[src/scrs_pkg.sv]
// Shared constants for the strap decoder and reference selector
package scrs_pkg;
  // Clock and timing
  localparam int CLK_PERIOD_NS = 50;
  localparam int SETTLE_NS     = 1000;
  localparam int SETTLE_CYC_I  = (SETTLE_NS + CLK_PERIOD_NS - 1) / CLK_PERIOD_NS;
  localparam int ACT_WIN_NS    = 2000;
  localparam int ACT_WIN_CYC_I = (ACT_WIN_NS + CLK_PERIOD_NS - 1) / CLK_PERIOD_NS;
  localparam logic [7:0] SETTLE_CYC  = 8'(SETTLE_CYC_I);
  localparam logic [7:0] ACT_WIN_CYC = 8'(ACT_WIN_CYC_I);

  // Strap probing: three phases, config pin k drives the 3-bit word k+1
  localparam int              NUM_CFG_PINS  = 4;
  localparam logic [1:0]      LAST_PHASE    = 2'h2;
  localparam logic [11:0]     PROBE_PATTERN = 12'h8D1;
  localparam logic [2:0]      WORD_GND      = 3'h0;
  localparam logic [2:0]      WORD_PWR      = 3'h7;
  localparam logic [2:0]      CODE_GND      = 3'h0;
  localparam logic [2:0]      CODE_PWR      = 3'h1;
  localparam logic [2:0]      CODE_PIN_BASE = 3'h2;
  localparam logic [5:0]      STRAP_RADIX   = 6'h06;
  localparam int              IDX_LOCK_OFF  = 3;
  localparam int              IDX_PAD_CML   = 4;

  // Reference frequency codes: 19.44, 38.88, 77.76, 125.00, 155.52, 156.25 MHz
  localparam logic [2:0]      FREQ_CODES    = 3'h6;
  localparam int              TRACK_PPM     = 400;

  // Register map
  localparam logic [7:0]  ADDR_CTRL       = 8'h00;
  localparam logic [7:0]  ADDR_STRAP_STAT = 8'h04;
  localparam logic [7:0]  ADDR_REF_STAT   = 8'h08;
  localparam logic [7:0]  ADDR_IRQ_STAT   = 8'h0C;
  localparam logic [7:0]  ADDR_IRQ_MASK   = 8'h10;
  localparam logic [2:0]  CTRL_RST        = 3'h0;
  localparam logic [3:0]  IRQ_MASK_RST    = 4'h0;
  localparam int          IRQ_CFG_DONE    = 0;
  localparam int          IRQ_SWITCH      = 1;
  localparam int          IRQ_ALARM       = 2;
  localparam int          IRQ_BAD_FREQ    = 3;
endpackage

[src/scrs_top.sv]
// Strap configuration decoder and reference clock selector
`timescale 1ns/1ps
`default_nettype none
// Notes on behaviour
// - After reset each strap is probed to tell ground, power, or a config pin apart.
// - Straps six and seven pick an odd output divide ratio from 1 to 15.
// - The same strap pair enables or disables the lock indicator.
// - With the lock indicator disabled its output is held low.
// - The same strap pair sets the pad mode of the third and fourth outputs.
// - The reference frequency is one of six spot values, tracked within 400 ppm.
// - Either reference may be active, picked manually or automatically.
// - In manual mode a high pick input selects reference B, low selects A.
// - Automatic mode is entered by auto select high with the pick input low.
// - The selected reference alarm is high while the selected reference is dead.
module scrs_top (
  input  wire logic        ref_clk_in,
  input  wire logic        rst_n_in,
  input  wire logic        ce_in,
  input  wire logic        strap_input_six_in,
  input  wire logic        strap_input_seven_in,
  input  wire logic        ref_a_pos_in,
  input  wire logic        ref_a_neg_in,
  input  wire logic        ref_b_pos_in,
  input  wire logic        ref_b_neg_in,
  input  wire logic        manual_ref_pick_in,
  input  wire logic        auto_sel_in,
  input  wire logic        phase_err_in,
  input  wire logic [7:0]  addr_in,
  input  wire logic [31:0] wdata_in,
  input  wire logic        wr_in,
  input  wire logic        rd_in,
  output logic [31:0]      rdata_out,
  output logic             irq_out,
  output logic [3:0]       cfg_pin_out,
  output logic             selected_ref_alarm_out,
  output logic             phase_lock_indicator_out,
  output logic [3:0]       odd_div_ratio_out,
  output logic             third_output_cml_out,
  output logic             fourth_output_cml_out,
  output logic             cfg_done_out,
  output logic             ref_b_selected_out,
  output logic [2:0]       ref_freq_code_out
);
  typedef enum logic [0:0] {CFG_PROBE, CFG_RUN} scrs_cfg_e;

  scrs_cfg_e   cfg_state_q;
  logic [1:0]  phase_q;
  logic [7:0]  settle_q;
  logic [2:0]  word6_q;
  logic [2:0]  word7_q;
  logic [2:0]  code6_q;
  logic [2:0]  code7_q;
  logic [2:0]  div_code_q;
  logic        lock_en_q;
  logic        pad_cml_q;
  logic [1:0]  s6_meta_q;
  logic [1:0]  s6_sync_q;
  logic [1:0]  sel_meta_q;
  logic [1:0]  sel_sync_q;
  logic [1:0]  err_sync_q;
  logic        ref_b_q;
  logic        ref_b_d;
  logic        alarm_q;
  logic        lock_ind_q;
  logic [2:0]  freq_q;
  logic [3:0]  irq_stat_q;
  logic [3:0]  irq_stat_d;
  logic [3:0]  irq_mask_q;
  logic [31:0] rdata_q;
  logic [31:0] rdata_d;
  logic [3:0]  probe_drive;
  logic        act_a;
  logic        act_b;

  // Decode of probe words and the strap pair index
  function automatic logic [2:0] word_to_code(input logic [2:0] w);
    logic [2:0] c;
    c = scrs_pkg::CODE_GND;
    if (w == scrs_pkg::WORD_PWR)
    begin
      c = scrs_pkg::CODE_PWR;
    end
    else if (w != scrs_pkg::WORD_GND && w <= 3'(scrs_pkg::NUM_CFG_PINS))
    begin
      c = scrs_pkg::CODE_PIN_BASE + w - 3'h1;
    end
    return c;
  endfunction

  wire        settle_end = (settle_q == scrs_pkg::SETTLE_CYC);
  wire        probing    = (cfg_state_q == CFG_PROBE);
  wire        sample_now = probing && settle_end;
  wire        last_phase = (phase_q == scrs_pkg::LAST_PHASE);
  wire [2:0]  word6_nx   = {word6_q[1:0], s6_sync_q[0]};
  wire [2:0]  word7_nx   = {word7_q[1:0], s6_sync_q[1]};
  wire [2:0]  code6_nx   = word_to_code(word6_nx);
  wire [2:0]  code7_nx   = word_to_code(word7_nx);
  wire [5:0]  pair_idx   = 6'(code6_nx) * scrs_pkg::STRAP_RADIX + 6'(code7_nx);
  wire        finish_cfg = sample_now && last_phase;

  // Config pins carry the probe word one bit per phase, msb first
  genvar k;
  generate
    for (k = 0; k < scrs_pkg::NUM_CFG_PINS; k++)
    begin : g_probe
      assign probe_drive[k] =
        scrs_pkg::PROBE_PATTERN[k * 3 + 2 - int'(phase_q)];
    end
  endgenerate

  // Pin three doubles as the alarm once configuration has ended
  assign cfg_pin_out = probing ? probe_drive : {alarm_q, 3'h0};

  // Strap probe sequencer
  always_ff @(posedge ref_clk_in)
  begin
    if (!rst_n_in)
    begin
      cfg_state_q <= CFG_PROBE;
      phase_q     <= 2'h0;
      settle_q    <= 8'h00;
      word6_q     <= 3'h0;
      word7_q     <= 3'h0;
    end
    else if (ce_in && probing)
    begin
      settle_q <= settle_end ? 8'h00 : settle_q + 8'h01;
      if (sample_now)
      begin
        word6_q <= word6_nx;
        word7_q <= word7_nx;
        phase_q <= phase_q + 2'h1;
        if (last_phase)
        begin
          cfg_state_q <= CFG_RUN;
        end
      end
    end
  end

  // Decoded straps latch once and then hold until reset
  always_ff @(posedge ref_clk_in)
  begin
    if (!rst_n_in)
    begin
      code6_q    <= scrs_pkg::CODE_GND;
      code7_q    <= scrs_pkg::CODE_GND;
      div_code_q <= 3'h0;
      lock_en_q  <= 1'b0;
      pad_cml_q  <= 1'b0;
    end
    else if (ce_in && finish_cfg)
    begin
      code6_q    <= code6_nx;
      code7_q    <= code7_nx;
      div_code_q <= pair_idx[2:0];
      lock_en_q  <= ~pair_idx[scrs_pkg::IDX_LOCK_OFF];
      pad_cml_q  <= pair_idx[scrs_pkg::IDX_PAD_CML];
    end
  end

  // Ratio is always odd: code n gives 2n+1
  assign odd_div_ratio_out     = {div_code_q, 1'b1};
  assign third_output_cml_out  = pad_cml_q;
  assign fourth_output_cml_out = pad_cml_q;
  assign cfg_done_out          = ~probing;

  // Pin synchronisers
  always_ff @(posedge ref_clk_in)
  begin
    if (!rst_n_in)
    begin
      s6_meta_q  <= 2'h0;
      s6_sync_q  <= 2'h0;
      sel_meta_q <= 2'h0;
      sel_sync_q <= 2'h0;
      err_sync_q <= 2'h0;
    end
    else if (ce_in)
    begin
      s6_meta_q  <= {strap_input_seven_in, strap_input_six_in};
      s6_sync_q  <= s6_meta_q;
      sel_meta_q <= {auto_sel_in, manual_ref_pick_in};
      sel_sync_q <= sel_meta_q;
      err_sync_q <= {err_sync_q[0], phase_err_in};
    end
  end

  scrs_act_mon u_mon_a (
    .ref_clk_in (ref_clk_in),
    .rst_n_in   (rst_n_in),
    .ce_in      (ce_in),
    .pos_in     (ref_a_pos_in),
    .neg_in     (ref_a_neg_in),
    .active_out (act_a)
  );

  scrs_act_mon u_mon_b (
    .ref_clk_in (ref_clk_in),
    .rst_n_in   (rst_n_in),
    .ce_in      (ce_in),
    .pos_in     (ref_b_pos_in),
    .neg_in     (ref_b_neg_in),
    .active_out (act_b)
  );

  // Reference selection
  wire auto_mode   = sel_sync_q[1] && !sel_sync_q[0];
  wire sel_active  = ref_b_q ? act_b : act_a;
  wire oth_active  = ref_b_q ? act_a : act_b;
  // Swap only toward a live reference, so two dead inputs never ping-pong
  wire auto_swap   = auto_mode && !sel_active && oth_active;
  wire switch_evt  = (ref_b_d != ref_b_q);
  wire alarm_d     = ~(ref_b_d ? act_b : act_a);
  wire alarm_rise  = alarm_d && !alarm_q;

  always_comb
  begin
    ref_b_d = ref_b_q;
    if (auto_mode)
    begin
      ref_b_d = auto_swap ? ~ref_b_q : ref_b_q;
    end
    else
    begin
      ref_b_d = sel_sync_q[0];
    end
  end

  always_ff @(posedge ref_clk_in)
  begin
    if (!rst_n_in)
    begin
      ref_b_q    <= 1'b0;
      alarm_q    <= 1'b0;
      lock_ind_q <= 1'b0;
    end
    else if (ce_in)
    begin
      ref_b_q    <= ref_b_d;
      alarm_q    <= alarm_d;
      lock_ind_q <= lock_en_q & err_sync_q[1];
    end
  end

  assign ref_b_selected_out       = ref_b_q;
  assign selected_ref_alarm_out   = alarm_q;
  assign phase_lock_indicator_out = lock_ind_q;

  // Register bus decode
  wire hit_ctrl   = (addr_in == scrs_pkg::ADDR_CTRL);
  wire hit_strap  = (addr_in == scrs_pkg::ADDR_STRAP_STAT);
  wire hit_ref    = (addr_in == scrs_pkg::ADDR_REF_STAT);
  wire hit_istat  = (addr_in == scrs_pkg::ADDR_IRQ_STAT);
  wire hit_imask  = (addr_in == scrs_pkg::ADDR_IRQ_MASK);
  wire freq_wr    = wr_in && hit_ctrl;
  // Codes past the six spot frequencies are refused and flagged
  wire freq_ok    = (wdata_in[2:0] < scrs_pkg::FREQ_CODES);
  wire istat_rd   = rd_in && hit_istat;

  wire [3:0] irq_evt;
  assign irq_evt[scrs_pkg::IRQ_CFG_DONE] = finish_cfg;
  assign irq_evt[scrs_pkg::IRQ_SWITCH]   = switch_evt;
  assign irq_evt[scrs_pkg::IRQ_ALARM]    = alarm_rise;
  assign irq_evt[scrs_pkg::IRQ_BAD_FREQ] = freq_wr && !freq_ok;

  // Set beats the clear of a same-cycle read
  assign irq_stat_d = (irq_stat_q & ~{4{istat_rd}}) | irq_evt;

  wire [31:0] strap_word = {20'h00000, code7_q, code6_q, ~probing,
                            pad_cml_q, lock_en_q, div_code_q};
  wire [31:0] ref_word   = {27'h0000000, alarm_q, act_b, act_a,
                            auto_mode, ref_b_q};

  always_comb
  begin
    rdata_d = 32'h00000000;
    unique case (1'b1)
      hit_ctrl:  rdata_d = {29'h00000000, freq_q};
      hit_strap: rdata_d = strap_word;
      hit_ref:   rdata_d = ref_word;
      hit_istat: rdata_d = {28'h0000000, irq_stat_q};
      hit_imask: rdata_d = {28'h0000000, irq_mask_q};
      default:   rdata_d = 32'h00000000;
    endcase
  end

  always_ff @(posedge ref_clk_in)
  begin
    if (!rst_n_in)
    begin
      freq_q     <= scrs_pkg::CTRL_RST;
      irq_mask_q <= scrs_pkg::IRQ_MASK_RST;
      irq_stat_q <= 4'h0;
      rdata_q    <= 32'h00000000;
    end
    else if (ce_in)
    begin
      if (freq_wr && freq_ok)
      begin
        freq_q <= wdata_in[2:0];
      end
      if (wr_in && hit_imask)
      begin
        irq_mask_q <= wdata_in[3:0];
      end
      irq_stat_q <= irq_stat_d;
      rdata_q    <= rd_in ? rdata_d : 32'h00000000;
    end
  end

  assign rdata_out         = rdata_q;
  assign irq_out           = |(irq_stat_q & irq_mask_q);
  assign ref_freq_code_out = freq_q;
endmodule
`default_nettype wire

[src/scrs_act_mon.sv]
// Activity monitor for one differential reference input
`timescale 1ns/1ps
`default_nettype none
module scrs_act_mon (
  input  wire logic ref_clk_in,
  input  wire logic rst_n_in,
  input  wire logic ce_in,
  input  wire logic pos_in,
  input  wire logic neg_in,
  output logic      active_out
);
  logic [1:0] meta_q;
  logic [1:0] sync_q;
  logic [1:0] last_q;
  logic [7:0] idle_q;
  logic [2:0] fill_q;
  logic [7:0] idle_d;
  logic       active_q;
  logic       active_d;
  wire        toggle;
  wire        expired;

  // Sampling at 20 MHz aliases fast refs; any toggle counts as life
  // Compare only once last_q holds a real sample, else a dead pin looks live after reset
  assign toggle  = fill_q[2] && |(sync_q ^ last_q);
  assign expired = (idle_q >= scrs_pkg::ACT_WIN_CYC);
  assign idle_d  = toggle ? 8'h00 : (expired ? idle_q : idle_q + 8'h01);
  assign active_d = toggle ? 1'b1 : (expired ? 1'b0 : active_q);
  assign active_out = active_q;

  always_ff @(posedge ref_clk_in)
  begin
    if (!rst_n_in)
    begin
      meta_q   <= 2'h0;
      sync_q   <= 2'h0;
      last_q   <= 2'h0;
      idle_q   <= 8'h00;
      fill_q   <= 3'h0;
      active_q <= 1'b0;
    end
    else if (ce_in)
    begin
      meta_q   <= {neg_in, pos_in};
      sync_q   <= meta_q;
      last_q   <= sync_q;
      idle_q   <= idle_d;
      fill_q   <= {fill_q[1:0], 1'b1};
      active_q <= active_d;
    end
  end
endmodule
`default_nettype wire

[config.mk]
export PLATFORM = sky130hd
export DESIGN_NAME = scrs_top
export DESIGN_NICKNAME = d
export VERILOG_FILES = /design/src/scrs_pkg.sv /design/src/scrs_top.sv /design/src/scrs_act_mon.sv
export SDC_FILE = /design/constraint.sdc
export NUM_CORES = 1
export LEC_CHECK = 0
export ABC_AREA = 1
export BUFFER_PORTS_ARGS = -buffer_cell sky130_fd_sc_hd__buf_2
export CELL_PAD_IN_SITES_DETAIL_PLACEMENT = 0
export CELL_PAD_IN_SITES_GLOBAL_PLACEMENT = 1
export CORE_UTILIZATION = 35
export DETAILED_ROUTE_END_ITERATION = 10
export PLACE_DENSITY = 0.75
export SETUP_SLACK_MARGIN = 0.15
export SKIP_CTS_REPAIR_TIMING = 1
export SYNTH_ARGS = -nofsm -noshare
export SYNTH_HDL_FRONTEND = slang
export SYNTH_SLANG_ARGS = --single-unit
[constraint.sdc]
create_clock -name ref_clk_in -period 2.25 [get_ports ref_clk_in]
set_clock_uncertainty 0.2 [all_clocks]
set_input_delay 0.1125 -clock ref_clk_in [delete_from_list [all_inputs] [get_ports ref_clk_in]]
set_output_delay 0.1125 -clock ref_clk_in [all_outputs]
set_load 0.02 [all_outputs]
==> summary.txt, run 1 <==
Yosys
  – Synth unique cells: 34
  – Seq cells post-synth: 94
  – Fraction of registers with async set/reset: 0%
  – Ys flop type: dfxtp_1
  – Yosys warning count: 0
  – Post-synth EDFFs: 0
  – Average size of a mapped cell: about 7.3 µm²
  – Post-synthesis cell count: between 600 and 700
  – Register area share after synthesis: about two fifths
  – Cell Area, Synth: 4583 µm²

STA
  – Max Fclk: about 420 MHz
  – Slew @ Worst Pin: approximately 0.67 ns
  – Post-route minimum period: about 2.4 ns
  – Slew margin rel.: between 50% and 60%
  – Fin crit share: 105.4%
  – Final worst slack: -0.1223 ns
  – Unrepaired setup endpoints after global routing: yes
  – Hold_ws: -0.02994 ns
  – Hold Vio Cnt, Final: 4
  – Final Slew Violations: 0
  – Setup Viol. Count Final: 2

Drt
  – Initial DRC count: ~210
  – Via density: 4.612
  – Router iterations before antenna repair: 4
  – Routed WL: approximately 10000 µm
  – Post-route ant nets: 0
  – Wire per inst: ~12 µm
  – DR vias: around 4000
  – Drt drc: 0

Global route
  – GRT busiest layer: met2
  – Global-route wire length before repair: 17100 µm
  – GRT overflow: 0
  – GR Layer Usage met1: 21.32%
  – Met3 usage: roughly 2.8%
  – GRT Total Usage: 16.18%
  – Vias in the first global route: ~3700
  – Initial antenna violation count: 0
  – Met2 Usage GRT: between 20 and 30%
  – Largest net degree at the start of global routing: 52

Clock tree
  – Num CTS Buffers: 9
  – CTS Buffer Depth: 2
  – Root Driver: clkbuf_16
  – H-tree depth: 3
  – TritonCTS clock tree: built
  – Worst-Skew Late Latency: 0.34 ns
  – Clk pin slew, worst setup/hold paths: around 0.070 ns
  – CTS Sinks: between 90 and 100

Worst setup path
  – Critical-path cell list: ha_1, ha_2, inv_2, nand3_2, inv_2, ha_4, inv_2, fa_1, nor2_2, xor2_1, nand2_1, nand2_1, nor2_1, nor2_1
  – CP max stage cell: fa_1
  – Crit path max-delay family: adder cells
  – Critical path launch point type: flip-flop
  – Buf/Inv on CP: 3
  – CP dominant cell by count: inv_2
  – Critical Path Sink Type: flip-flop
  – Worst EP arrival: between 2 and 2.5 ns
  – Worst setup path class: reg2reg
  – CP peak stage delay: around 0.46 ns
  – CP max FO: 3
  – CP required: between 2 and 2.5 ns

Floorplanning
  – Core area: 12670 µm²
  – Initial Util: a little over a third
  – Die height: between 100 and 150 µm
  – Die ar.: between 10000 and 15000 µm²
  – Row Count: 41
  – Die width: between 100 and 150 µm
  – I/O pin total: 104

Power
  – VDD IR max: roughly 0.32 mV
  – Pwr dens: 649.6 nW/µm²
  – Total power: 3.613 mW
  – Leak: about 2.4 nW

Finish
  – Layout cells sized above 1: about a fifth
  – Layout Area Growth over Synthesis: 21.35%
  – Nets: 775
  – Non-Filler Instances: 877
  – # diodes: 0

Hold path
  – Hold crit path type: in2reg

Run status
  – Status: finished with violations
  – Failing checks: negative hold slack, negative setup slack

Place
  – Detail Placement HPWL: about 7500 µm
  – Placed Instances: roughly 840
  – RD Place Congestion: 0.8525
  – Count of buffers from port buffering: between 50 and 60

Run
  – Maxcap violations: 0
-- path summary, 6_finish.rpt --
check | startpoint | end | slack (ns) | cells after the start
worst min register to register | u_mon_a.idle_q[6] | u_mon_a.idle_q[6] | 0.24 | 2
worst min-delay path | ce_in | err_sync_q[0] | -0.03 | 3
worst max-delay path | word6_q[0] | fourth_output_cml_out | -0.12 | 14
worst max register to register | word6_q[0] | fourth_output_cml_out | -0.12 | 14
-- per-stage QoR --
step / cell area (µm²) / hold WS, ns / utilization, % / setup slack, ns / setup TNS, ns
6_report: 5562 / -0.02994 / 43.89 / -0.1223 / -0.1941
5_1_grt: 5562 / 0.005412 / 43.89 / -0.2674 / -0.5152
4_1_cts: 5346 / -0.2212 / 42.19 / -0.1692 / -0.3528
3_5_place_dp: 5047 / 0.1426 / 39.83 / -0.1559 / -0.3058
3_3_place_gp: 5047 / 0.1368 / 39.83 / -0.1155 / -0.1411
2_1_floorplan: 4702 / 0.04740 / - / -0.08859 / -0.08859
-- power breakdown --
part           internal (mW)  total (mW)  switching [mW]
sequential              1.71        1.75          0.0351
clock                  0.865        1.52           0.660
combinational          0.126       0.340           0.214
-- layout make-up --
type                       instances  area (µm²)
fill                            1354        7109
multi-input combinational        454        2386
sequential                        94        1886
timing repair buffer              89       580.6
clock buffer                       9       225.2
tap                              172       215.2
inverter                          52       195.2
clock inverter                     7       73.82
-- worst min-delay path, cell delays in order --
cell and delay, ns:
buf_2 0.18, o21ai_0 0.11, nor2_1 0.07
-- cell families (layout without fill, tap and decap cells) --
kind of cell / after synthesis / in the layout / share of synthesized area (%)
compound gates: 119 / 119 / 13.40
xor+xnor: 16 / 16 / 3.058
fa+ha+maj: 21 / 21 / 6.061
buf+inv: 96 / 157 / 10.05
flops: 94 / 94 / 41.06
other cells: 2 / 21 / 0.1639
simple gates: 277 / 277 / 26.21
-- state kept, by name, indices dropped and copies added, names as in the netlist, 3 cells and up --
register / flops
ref_freq_code_out: 3
settle_q: 8
irq_stat_q: 4
code6_q: 3
u_mon_b.idle_q: 8
irq_mask_q: 4
u_mon_a.fill_q: 3
code7_q: 3
u_mon_a.idle_q: 8
rdata_out: 12
-- layer usage --
layer	vias up	share of wire, %
met5	-	0
met2	92	44
met4	0	2.1
met3	17	4.2
met1	1815	50
li1	2121	-
-- layout by cell type, fill, tap and decap left out, types with 2 or more instances in the layout --
cell,synthesis,final
inv_1,49,44
buf_4,24,20
nor2_4,3,3
nand2_2,1,2
ha_2,0,2
o21ai_0,56,54
nand3_2,2,3
o21ai_1,2,4
dfxtp_2,0,3
clkinv_4,0,2
ha_4,0,2
conb_1,2,21
buf_2,8,54
clkinv_2,0,2
nand2_1,107,106
clkbuf_16,0,9
xor2_1,6,6
nor2_2,7,10
inv_2,3,8
nor3b_1,3,3
a21oi_1,54,54
ha_1,19,15
nor2_1,105,102
nand4_1,5,5
nor3_2,2,2
o211ai_1,2,2
xnor2_1,10,8
nand3_1,39,38
dfxtp_1,94,91
dlygate4sd3_1,0,14
-- synth_stat cells, types with 2 or more instances --
cell,count,share of area [%]
nand2_1,107,8.8
nor2_1,105,8.6
dfxtp_1,94,41
o21ai_0,56,6.1
a21oi_1,54,5.9
inv_1,49,4.0
nand3_1,39,4.3
buf_4,24,3.9
ha_1,19,5.2
clkbuf_1,10,0.82
xnor2_1,10,1.9
buf_2,8,0.87
nor2_2,7,0.96
xor2_1,6,1.1
nand4_1,5,0.68
inv_2,3,0.25
nor2_4,3,0.74
nor3b_1,3,0.49
buf_1,2,0.16
conb_1,2,0.16
fa_1,2,0.87
nand3_2,2,0.44
nor3_2,2,0.44
o211ai_1,2,0.33
o21ai_1,2,0.22
No activity file was read; power rests on OpenSTA's default activity.
==> inputs of run 2 (changes only) <==
--- a/config.mk
+++ b/config.mk
@@ -16,4 +16,5 @@
 export SKIP_CTS_REPAIR_TIMING = 1
 export SYNTH_ARGS = -nofsm -noshare
 export SYNTH_HDL_FRONTEND = slang
+export SYNTH_HIERARCHICAL = 1
 export SYNTH_SLANG_ARGS = --single-unit
==> run 2 against run 1 <==
Against the previous run:
- the flow finishes with violations (negative setup slack)
- first-iteration DRC count decreased by 5.8%
- cell count grew 3.2%
- global-route usage is 0.50 points lower
- worst hold slack improved by 0.031 ns
- combinational power is 3% higher
- area after synthesis rose by 3.8%
- maximum frequency is 5.3% lower
==> summary.txt, run 2 <==
Run status
  – Status: finished with violations
  – Failing checks: negative setup slack

Floorplanning
  – Die ar.: 14060 µm² (+3.7%)
  – Core area: 13240 µm² (+4.5%)
  – I/O pin total: 104 (unchanged)
  – Row Count: 42 (+2.4%)
  – Die height: 118.6 µm (+1.9%)
  – Initial Util: 35.92% (-0.25 points)
  – Die width: 118.6 µm (+1.9%)

Worst setup path
  – Worst EP arrival: 2.55 ns (+0.09 ns)
  – Buf/Inv on CP: 1 (-2)
  – CP required: 2.29 ns (-0.05 ns)
  – CP max FO: 4 (+1)
  – Crit path max-delay family: adder cells
  – CP peak stage delay: 0.47 ns (about the same)
  – CP dominant cell by count: ha_4
  – Critical Path Sink Type: flip-flop
  – Worst setup path class: reg2reg
  – Critical-path cell list: inv_4, ha_4, xor2_4, o21ai_4, ha_4, fa_1, nand3_1, nand2_1, or2_4, nand2_2, xor2_1, a21oi_1
  – Reg-to-reg slack, setup: -0.26 ns (-0.13 ns)
  – CP max stage cell: fa_1
  – Critical path launch point type: flip-flop

Yosys
  – Post-synthesis cell count: 641 (+2.6%)
  – Most numerous cell in the Yosys netlist: nand2_1
  – Register area share after synthesis: 40.82% (-0.24 points)
  – Top-area cell type share of the netlist area: 40.82% (-0.24 points)
  – Seq cells post-synth: 97 (+3.2%)
  – Synth unique cells: 38 (+12%)
  – Fraction of registers with async set/reset: 0% (unchanged)
  – Yosys top cell by area: dfxtp_1
  – Top post-synthesis cells by count: nand2_1 (110), dfxtp_1 (97), nor2_1 (71)
  – Synth top area cells: dfxtp_1 (41%), nand2_1 (8.7%), a21oi_1 (6.9%), nor2_1 (5.6%), o21ai_0 (5.6%)
  – Yosys warning count: 6 (+6)
  – Cell Area, Synth: 4757 µm² (+3.8%)
  – Post-synth EDFFs: 0 (unchanged)
  – Average size of a mapped cell: 7.421 µm² (+1.2%)
  – Ys flop type: dfxtp_1

Finish
  – Commonest non-fill, non-tap cell in the layout: nand2_1
  – Most frequent cells in the layout: nand2_1 (108), dfxtp_1 (95), nor2_1 (68), a21oi_1 (65), inv_1 (61)
  – FF/Latch Area: 1949 µm² (+3.4%)
  – Layout cells sized above 1: 20.44% (+1.7 points)
  – Fin area: 5887 µm² (+5.8%)
  – Nets: 799 (+3.1%)
  – Multi-input gate area: 2472 µm² (+3.6%)
  – Finished Core Util: 44.45% (+0.56 points)
  – Layout Area Growth over Synthesis: 23.75%
  – Largest register FFs: 12 (unchanged)
  – Fillers: 1358 (+0.30%)
  – # diodes: 0 (unchanged)
  – Non-Filler Instances: 905 (+3.2%)

Place
  – Count of buffers from port buffering: 54 (unchanged)
  – RD Place Congestion: 0.7742 (-9.2%)
  – Placed Instances: 865 (+2.9%)
  – Area after DPL: 5265 µm² (+4.3%)
  – Worst slack, placed: -0.2918 ns (-0.1358 ns)
  – Detail Placement HPWL: 7694 µm (+2.3%)

Hold path
  – Hold crit path type: in2reg

Power
  – P_int: 3.011 mW (+11%)
  – Leak: 2.570 nW (+8.6%)
  – Clock share of power: 45.2% (+3.0 points)
  – Pwr dens: 668.9 nW/µm² (+3.0%)
  – Sw Ratio: 23.54% (-1.6 points)
  – Comb power frac: 8.9% (-0.5 points)
  – Net Sw Power: 0.9270 mW (+2.0%)
  – Sequential power share: 45.9% (-2.5 points)
  – VDD IR max: 0.4002 mV (+24%)

STA
  – Setup Viol. Count Final: 2 (unchanged)
  – Final worst slack: -0.2564 ns (-0.1341 ns)
  – Fin crit share: 111.4% (+6.0 points)
  – Slew margin rel.: 39.81% (-15 points)
  – Max Fclk: 399.0 MHz (-5.3%)
  – Post-route minimum period: 2.506 ns (+0.1341 ns)
  – Slew @ Worst Pin: 0.9019 ns (+0.2273 ns)
  – Hold Vio Cnt, Final: 0 (-4)
  – Unrepaired setup endpoints after global routing: yes
  – Final Slew Violations: 0 (unchanged)

Drt
  – Wire per inst: 11.94 µm (+1.0%)
  – Via density: 4.705 (+2.0%)
  – Initial DRC count: 196 (-5.8%)
  – Post-route ant nets: 0 (unchanged)
  – Routed WL: 10810 µm (+4.3%)
  – DR vias: 4258 (+5.3%)
  – Router iterations before antenna repair: 4 (unchanged)
  – Drt drc: 0 (unchanged)

Clock tree
  – Clk pin slew, worst setup/hold paths: 0.07 ns (about the same)
  – Root Driver: clkbuf_16
  – H-tree depth: 3 (unchanged)
  – Num CTS Buffers: 9 (unchanged)
  – CTS Buffer Depth: 2 (unchanged)
  – Worst-Skew Late Latency: 0.35 ns (about the same)
  – CTS Sinks: 97 (+3.2%)
  – TritonCTS clock tree: built

Global route
  – Initial antenna violation count: 0 (unchanged)
  – Vias in the first global route: 3713 (-0.75%)
  – GRT Total Usage: 15.68% (-0.50 points)
  – GRT overflow: 0 (unchanged)
  – Global-route wire length before repair: 17660 µm (+3.3%)
  – Largest net degree at the start of global routing: 41 (-21%)

Run
  – Maxcap violations: 0 (unchanged)
run 2: changes by cell type after synthesis, sizes merged, moves of 3 or more:
cell and change:
nand3 +4, inv +25, nand4 +10, a21oi +13
nand2 +5, nor3 +4, xnor2 -10, a211oi +3
dfxtp +3, nor2 -39, buf -7
run 2: cell families (layout without fill, tap and decap cells):
group                    count (synthesis)  in the layout  share of synthesized area, %
buffers and inverters                  116            185                         11.31
flip-flops                              97             97                         40.82
AND/OR/NAND/NOR                        264            264                         25.88
XOR/XNOR                                 6              6                         1.105
other                                    2             21                        0.1579
AO/OA/AOI/OAI                          135            135                         14.89
adder cells (fa/ha/maj)                 21             21                         5.839
run 2: stage by stage:
| stage | TNS [ns] | hold slack, ns | total power [mW] |
|---|---|---|---|
| after global routing | -0.5426 | 0.007965 | 4.123 |
| final | -0.3225 | 0.0006881 | 3.938 |
| after CTS | -0.3900 | -0.2292 | 3.964 |
| after floorplan | -0.2398 | 0.04740 | 2.087 |
| after global placement | -0.3019 | 0.1355 | 2.154 |
| after detailed placement | -0.3632 | 0.1423 | 2.165 |
run 2: path summary, 6_finish.rpt:
path,cells past startpoint,end,start
setup / recovery,12,fourth_output_cml_out,s6_sync_q[0]
hold / removal,3,selected_ref_alarm_out,ce_in
setup reg to reg,12,fourth_output_cml_out,s6_sync_q[0]
hold reg to reg,2,u_mon_b/fill_q[1],u_mon_b/fill_q[0]
run 2: cell type report:
type,count,share of cell area [%]
flip-flops and latches,97,33.11
well taps,176,3.741
repair buffers,91,10.22
clock buffers,11,4.123
multi-input cells,447,42.00
clock inverters,5,1.722
inverters,78,5.080
run 2: power by group through the flow:
stage | clock network [mW] | logic, mW | registers, mW
after floorplan | 0 | 0.246 | 1.84
after detailed placement | 0 | 0.318 | 1.85
after global placement | 0 | 0.310 | 1.84
final | 1.78 | 0.350 | 1.81
after global routing | 1.91 | 0.396 | 1.81
after CTS | 1.84 | 0.319 | 1.81
run 2: tightest hold or removal path, delay by kind of cell:
family                 cells  cell delay, ns
AO/OA/AOI/OAI              1            0.05
buffers and inverters      1            0.20
AND/OR/NAND/NOR            1            0.12
run 2: layer usage:
metal  wire, µm  GRT usage (%)
met5          0              0
met1       5155          19.49
met4        143          5.538
met3        318          4.247
met2       5191          25.91
==> inputs of run 3 (changes only) <==
--- a/config.mk
+++ b/config.mk
@@ -10,6 +10,7 @@
 export CELL_PAD_IN_SITES_DETAIL_PLACEMENT = 0
 export CELL_PAD_IN_SITES_GLOBAL_PLACEMENT = 1
 export CORE_UTILIZATION = 35
+export CTS_BUF_LIST = sky130_fd_sc_hd__clkbuf_8 sky130_fd_sc_hd__clkbuf_16
 export DETAILED_ROUTE_END_ITERATION = 10
 export PLACE_DENSITY = 0.75
 export SETUP_SLACK_MARGIN = 0.15
@@ -18,3 +19,4 @@
 export SYNTH_HDL_FRONTEND = slang
 export SYNTH_HIERARCHICAL = 1
 export SYNTH_SLANG_ARGS = --single-unit
+export TNS_END_PERCENT = 1
==> run 3 against run 2 <==
Against the previous run:
- critical endpoint unchanged
- flip-flop and latch count is the same
- non-clock buffer count is 3 lower
- first-iteration DRC count increased by 9.7%
- largest cell class unchanged
- maximum frequency decreased by 0.15%
- the run ends with negative hold slack, negative setup slack left
- worst hold slack worse by 0.0036 ns
==> summary.txt, run 3 (synthesized netlist as in run 2, its figures left out) <==
STA
  – Setup TNS: -0.4281 ns (-0.1057 ns)
  – Setup Viol. Count Final: 2 (unchanged)
  – Slew margin rel.: 39.62% (-0.19 points)
  – Fin crit share: 111.6% (+0.17 points)
  – Slew @ Worst Pin: 0.9048 ns (+0.002882 ns)
  – Max Fclk: 398.4 MHz (-0.15%)
  – Final Slew Violations: 0 (unchanged)
  – Hold Vio Cnt, Final: 1 (+1)
  – Hold_ws: -0.002926 ns (-0.003614 ns)
  – Final worst slack: -0.2602 ns (-0.003815 ns)
  – Unrepaired setup endpoints after global routing: yes
  – Post-route minimum period: 2.510 ns (+0.003815 ns)

Place
  – Detail Placement HPWL: 7671 µm (-0.31%)
  – Placed Instances: 869 (+0.46%)
  – RD Place Congestion: 0.7955 (+2.8%)
  – Count of buffers from port buffering: 54 (unchanged)

Worst setup path
  – Buf/Inv on CP: 1 (unchanged)
  – CP peak stage delay: 0.44 ns (-0.03 ns)
  – Worst EP arrival: 2.54 ns (about the same)
  – Critical path launch point type: flip-flop
  – Critical path startpoint: s6_sync_q[0]
  – Crit path max-delay family: adder cells
  – CP max FO: 4 (unchanged)
  – Critical Path Sink Type: flip-flop
  – Reg-to-reg slack, setup: -0.26 ns (about the same)
  – Worst setup path class: reg2reg
  – Critical-path cell list: inv_4, ha_4, xor2_4, o21ai_2, ha_2, fa_1, nand3_1, nand2_1, or2_4, nand2_2, xor2_1, a21oi_1
  – CP max stage cell: fa_1
  – Worst R2R End: fourth_output_cml_out
  – CP required: 2.28 ns (about the same)
  – Setup crit end: fourth_output_cml_out
  – Worst r2r src: s6_sync_q[0]
  – Crit. path cell count: 12 (unchanged)
  – Reg2reg path depth: 12 (unchanged)

Power
  – Total power: 3.551 mW (-9.8%)
  – VDD IR max: 0.3459 mV (-14%)
  – Leak: 2.517 nW (-2.0%)
  – Pwr dens: 618.0 nW/µm² (-7.6%)

Drt
  – Post-route ant nets: 0 (unchanged)
  – Router iterations before antenna repair: 4 (unchanged)
  – Via density: 4.682 (-0.48%)
  – Routed WL: 10620 µm (-1.7%)
  – Drt drc: 0 (unchanged)
  – DR vias: 4214 (-1.0%)
  – Wire per inst: 11.80 µm (-1.2%)
  – Initial DRC count: 215 (+9.7%)

Global route
  – GRT Total Usage: 15.58% (-0.092 points)
  – Vias in the first global route: 3771 (+1.6%)
  – Initial antenna violation count: 0 (unchanged)
  – Met2 Usage GRT: 25.69% (-0.22 points)
  – GRT overflow: 0 (unchanged)
  – Global-route wire length before repair: 17600 µm (-0.36%)
  – GR Layer Usage met1: 19.75% (+0.26 points)
  – Largest net degree at the start of global routing: 33 (-20%)
  – GRT busiest layer: met2
  – Met3 usage: 4.585% (+0.34 points)

Finish
  – Nets: 796 (-0.38%)
  – Non-Filler Instances: 900 (-0.55%)
  – # diodes: 0 (unchanged)
  – Most frequent cells in the layout: nand2_1 (108), dfxtp_1 (95), nor2_1 (69), a21oi_1 (66), inv_1 (65)
  – Layout cells sized above 1: 19.48% (-0.96 points)
  – Largest register FFs: 12 (unchanged)
  – Fillers: 1368 (+0.74%)
  – Commonest non-fill, non-tap cell in the layout: nand2_1
  – Layout Area Growth over Synthesis: 20.78%
  – Finished Core Util: 43.39% (-1.1 points)

Floorplanning
  – Row Count: 42 (unchanged)
  – Die width: 118.6 µm (unchanged)
  – Die height: 118.6 µm (unchanged)
  – Initial Util: 35.92% (unchanged)
  – Core area: 13240 µm² (unchanged)
  – I/O pin total: 104 (unchanged)
  – Die ar.: 14060 µm² (unchanged)

Run status
  – Failing checks: negative hold slack, negative setup slack
  – Status: finished with violations

Hold path
  – Hold wc startpoint: ce_in
  – Hold Crit Depth: 3 (unchanged)
  – Hold crit path type: in2reg

Clock tree
  – Num CTS Buffers: 9 (unchanged)
  – CTS Buffer Depth: 2 (unchanged)
  – H-tree depth: 3 (unchanged)
  – Clk pin slew, worst setup/hold paths: 0.06 ns (about the same)
  – Worst-Skew Late Latency: 0.35 ns (about the same)
  – CTS Sinks: 97 (unchanged)
  – Root Driver: clkbuf_16
  – TritonCTS clock tree: built

Run
  – Maxcap violations: 0 (unchanged)
run 3: how the worst min path moves through the flow:
stage                                   end  slack [ns]
after CTS                 u_mon_b/meta_q[0]       -0.23
final                           settle_q[1]      -0.003
after detailed placement  u_mon_b/meta_q[0]        0.14
after floorplan               sel_meta_q[0]        0.05
after global routing            settle_q[1]        0.03
after global placement    u_mon_b/meta_q[1]        0.14
run 3: routing by layer:
layer	share of wire (%)	up-vias
met5	0	-
met3	4.0	2
li1	-	2207
met2	47	67
met4	0.36	0
met1	49	1938
run 3: layout make-up:
type	instances	area (µm²)	area share, %
clock inverters	3	11.26	0.1960
inverters	78	299.0	5.205
clock buffers	11	252.7	4.399
flip-flops and latches	97	1947	33.89
multi-input cells	447	2454	42.70
well taps	176	220.2	3.833
repair buffers	88	561.8	9.778
run 3: worst register-to-register path: stages (launching register included):
cell and delay, ns:
dfxtp_4 0.38, inv_4 0.04, ha_4 0.16, xor2_4 0.16, o21ai_2 0.16, ha_2 0.19
fa_1 0.45, nand3_1 0.11, nand2_1 0.06, or2_4 0.23, nand2_2 0.06, xor2_1 0.13
a21oi_1 0.07
run 3: per-stage QoR:
stage,instance area (µm²),worst slack [ns]
floorplan,4906,-0.2402
global placement,5280,-0.2384
detailed placement,5280,-0.3229
CTS,5544,-0.3255
global route,5746,-0.3379
finish,5746,-0.2602
run 3: where the power goes:
group / internal (mW) / total, mW / leakage, nW / switching, mW
registers: 1.77 / 1.81 / 0.792 / 0.0401
clock network: 0.786 / 1.40 / 0.141 / 0.615
logic: 0.123 / 0.341 / 1.58 / 0.218
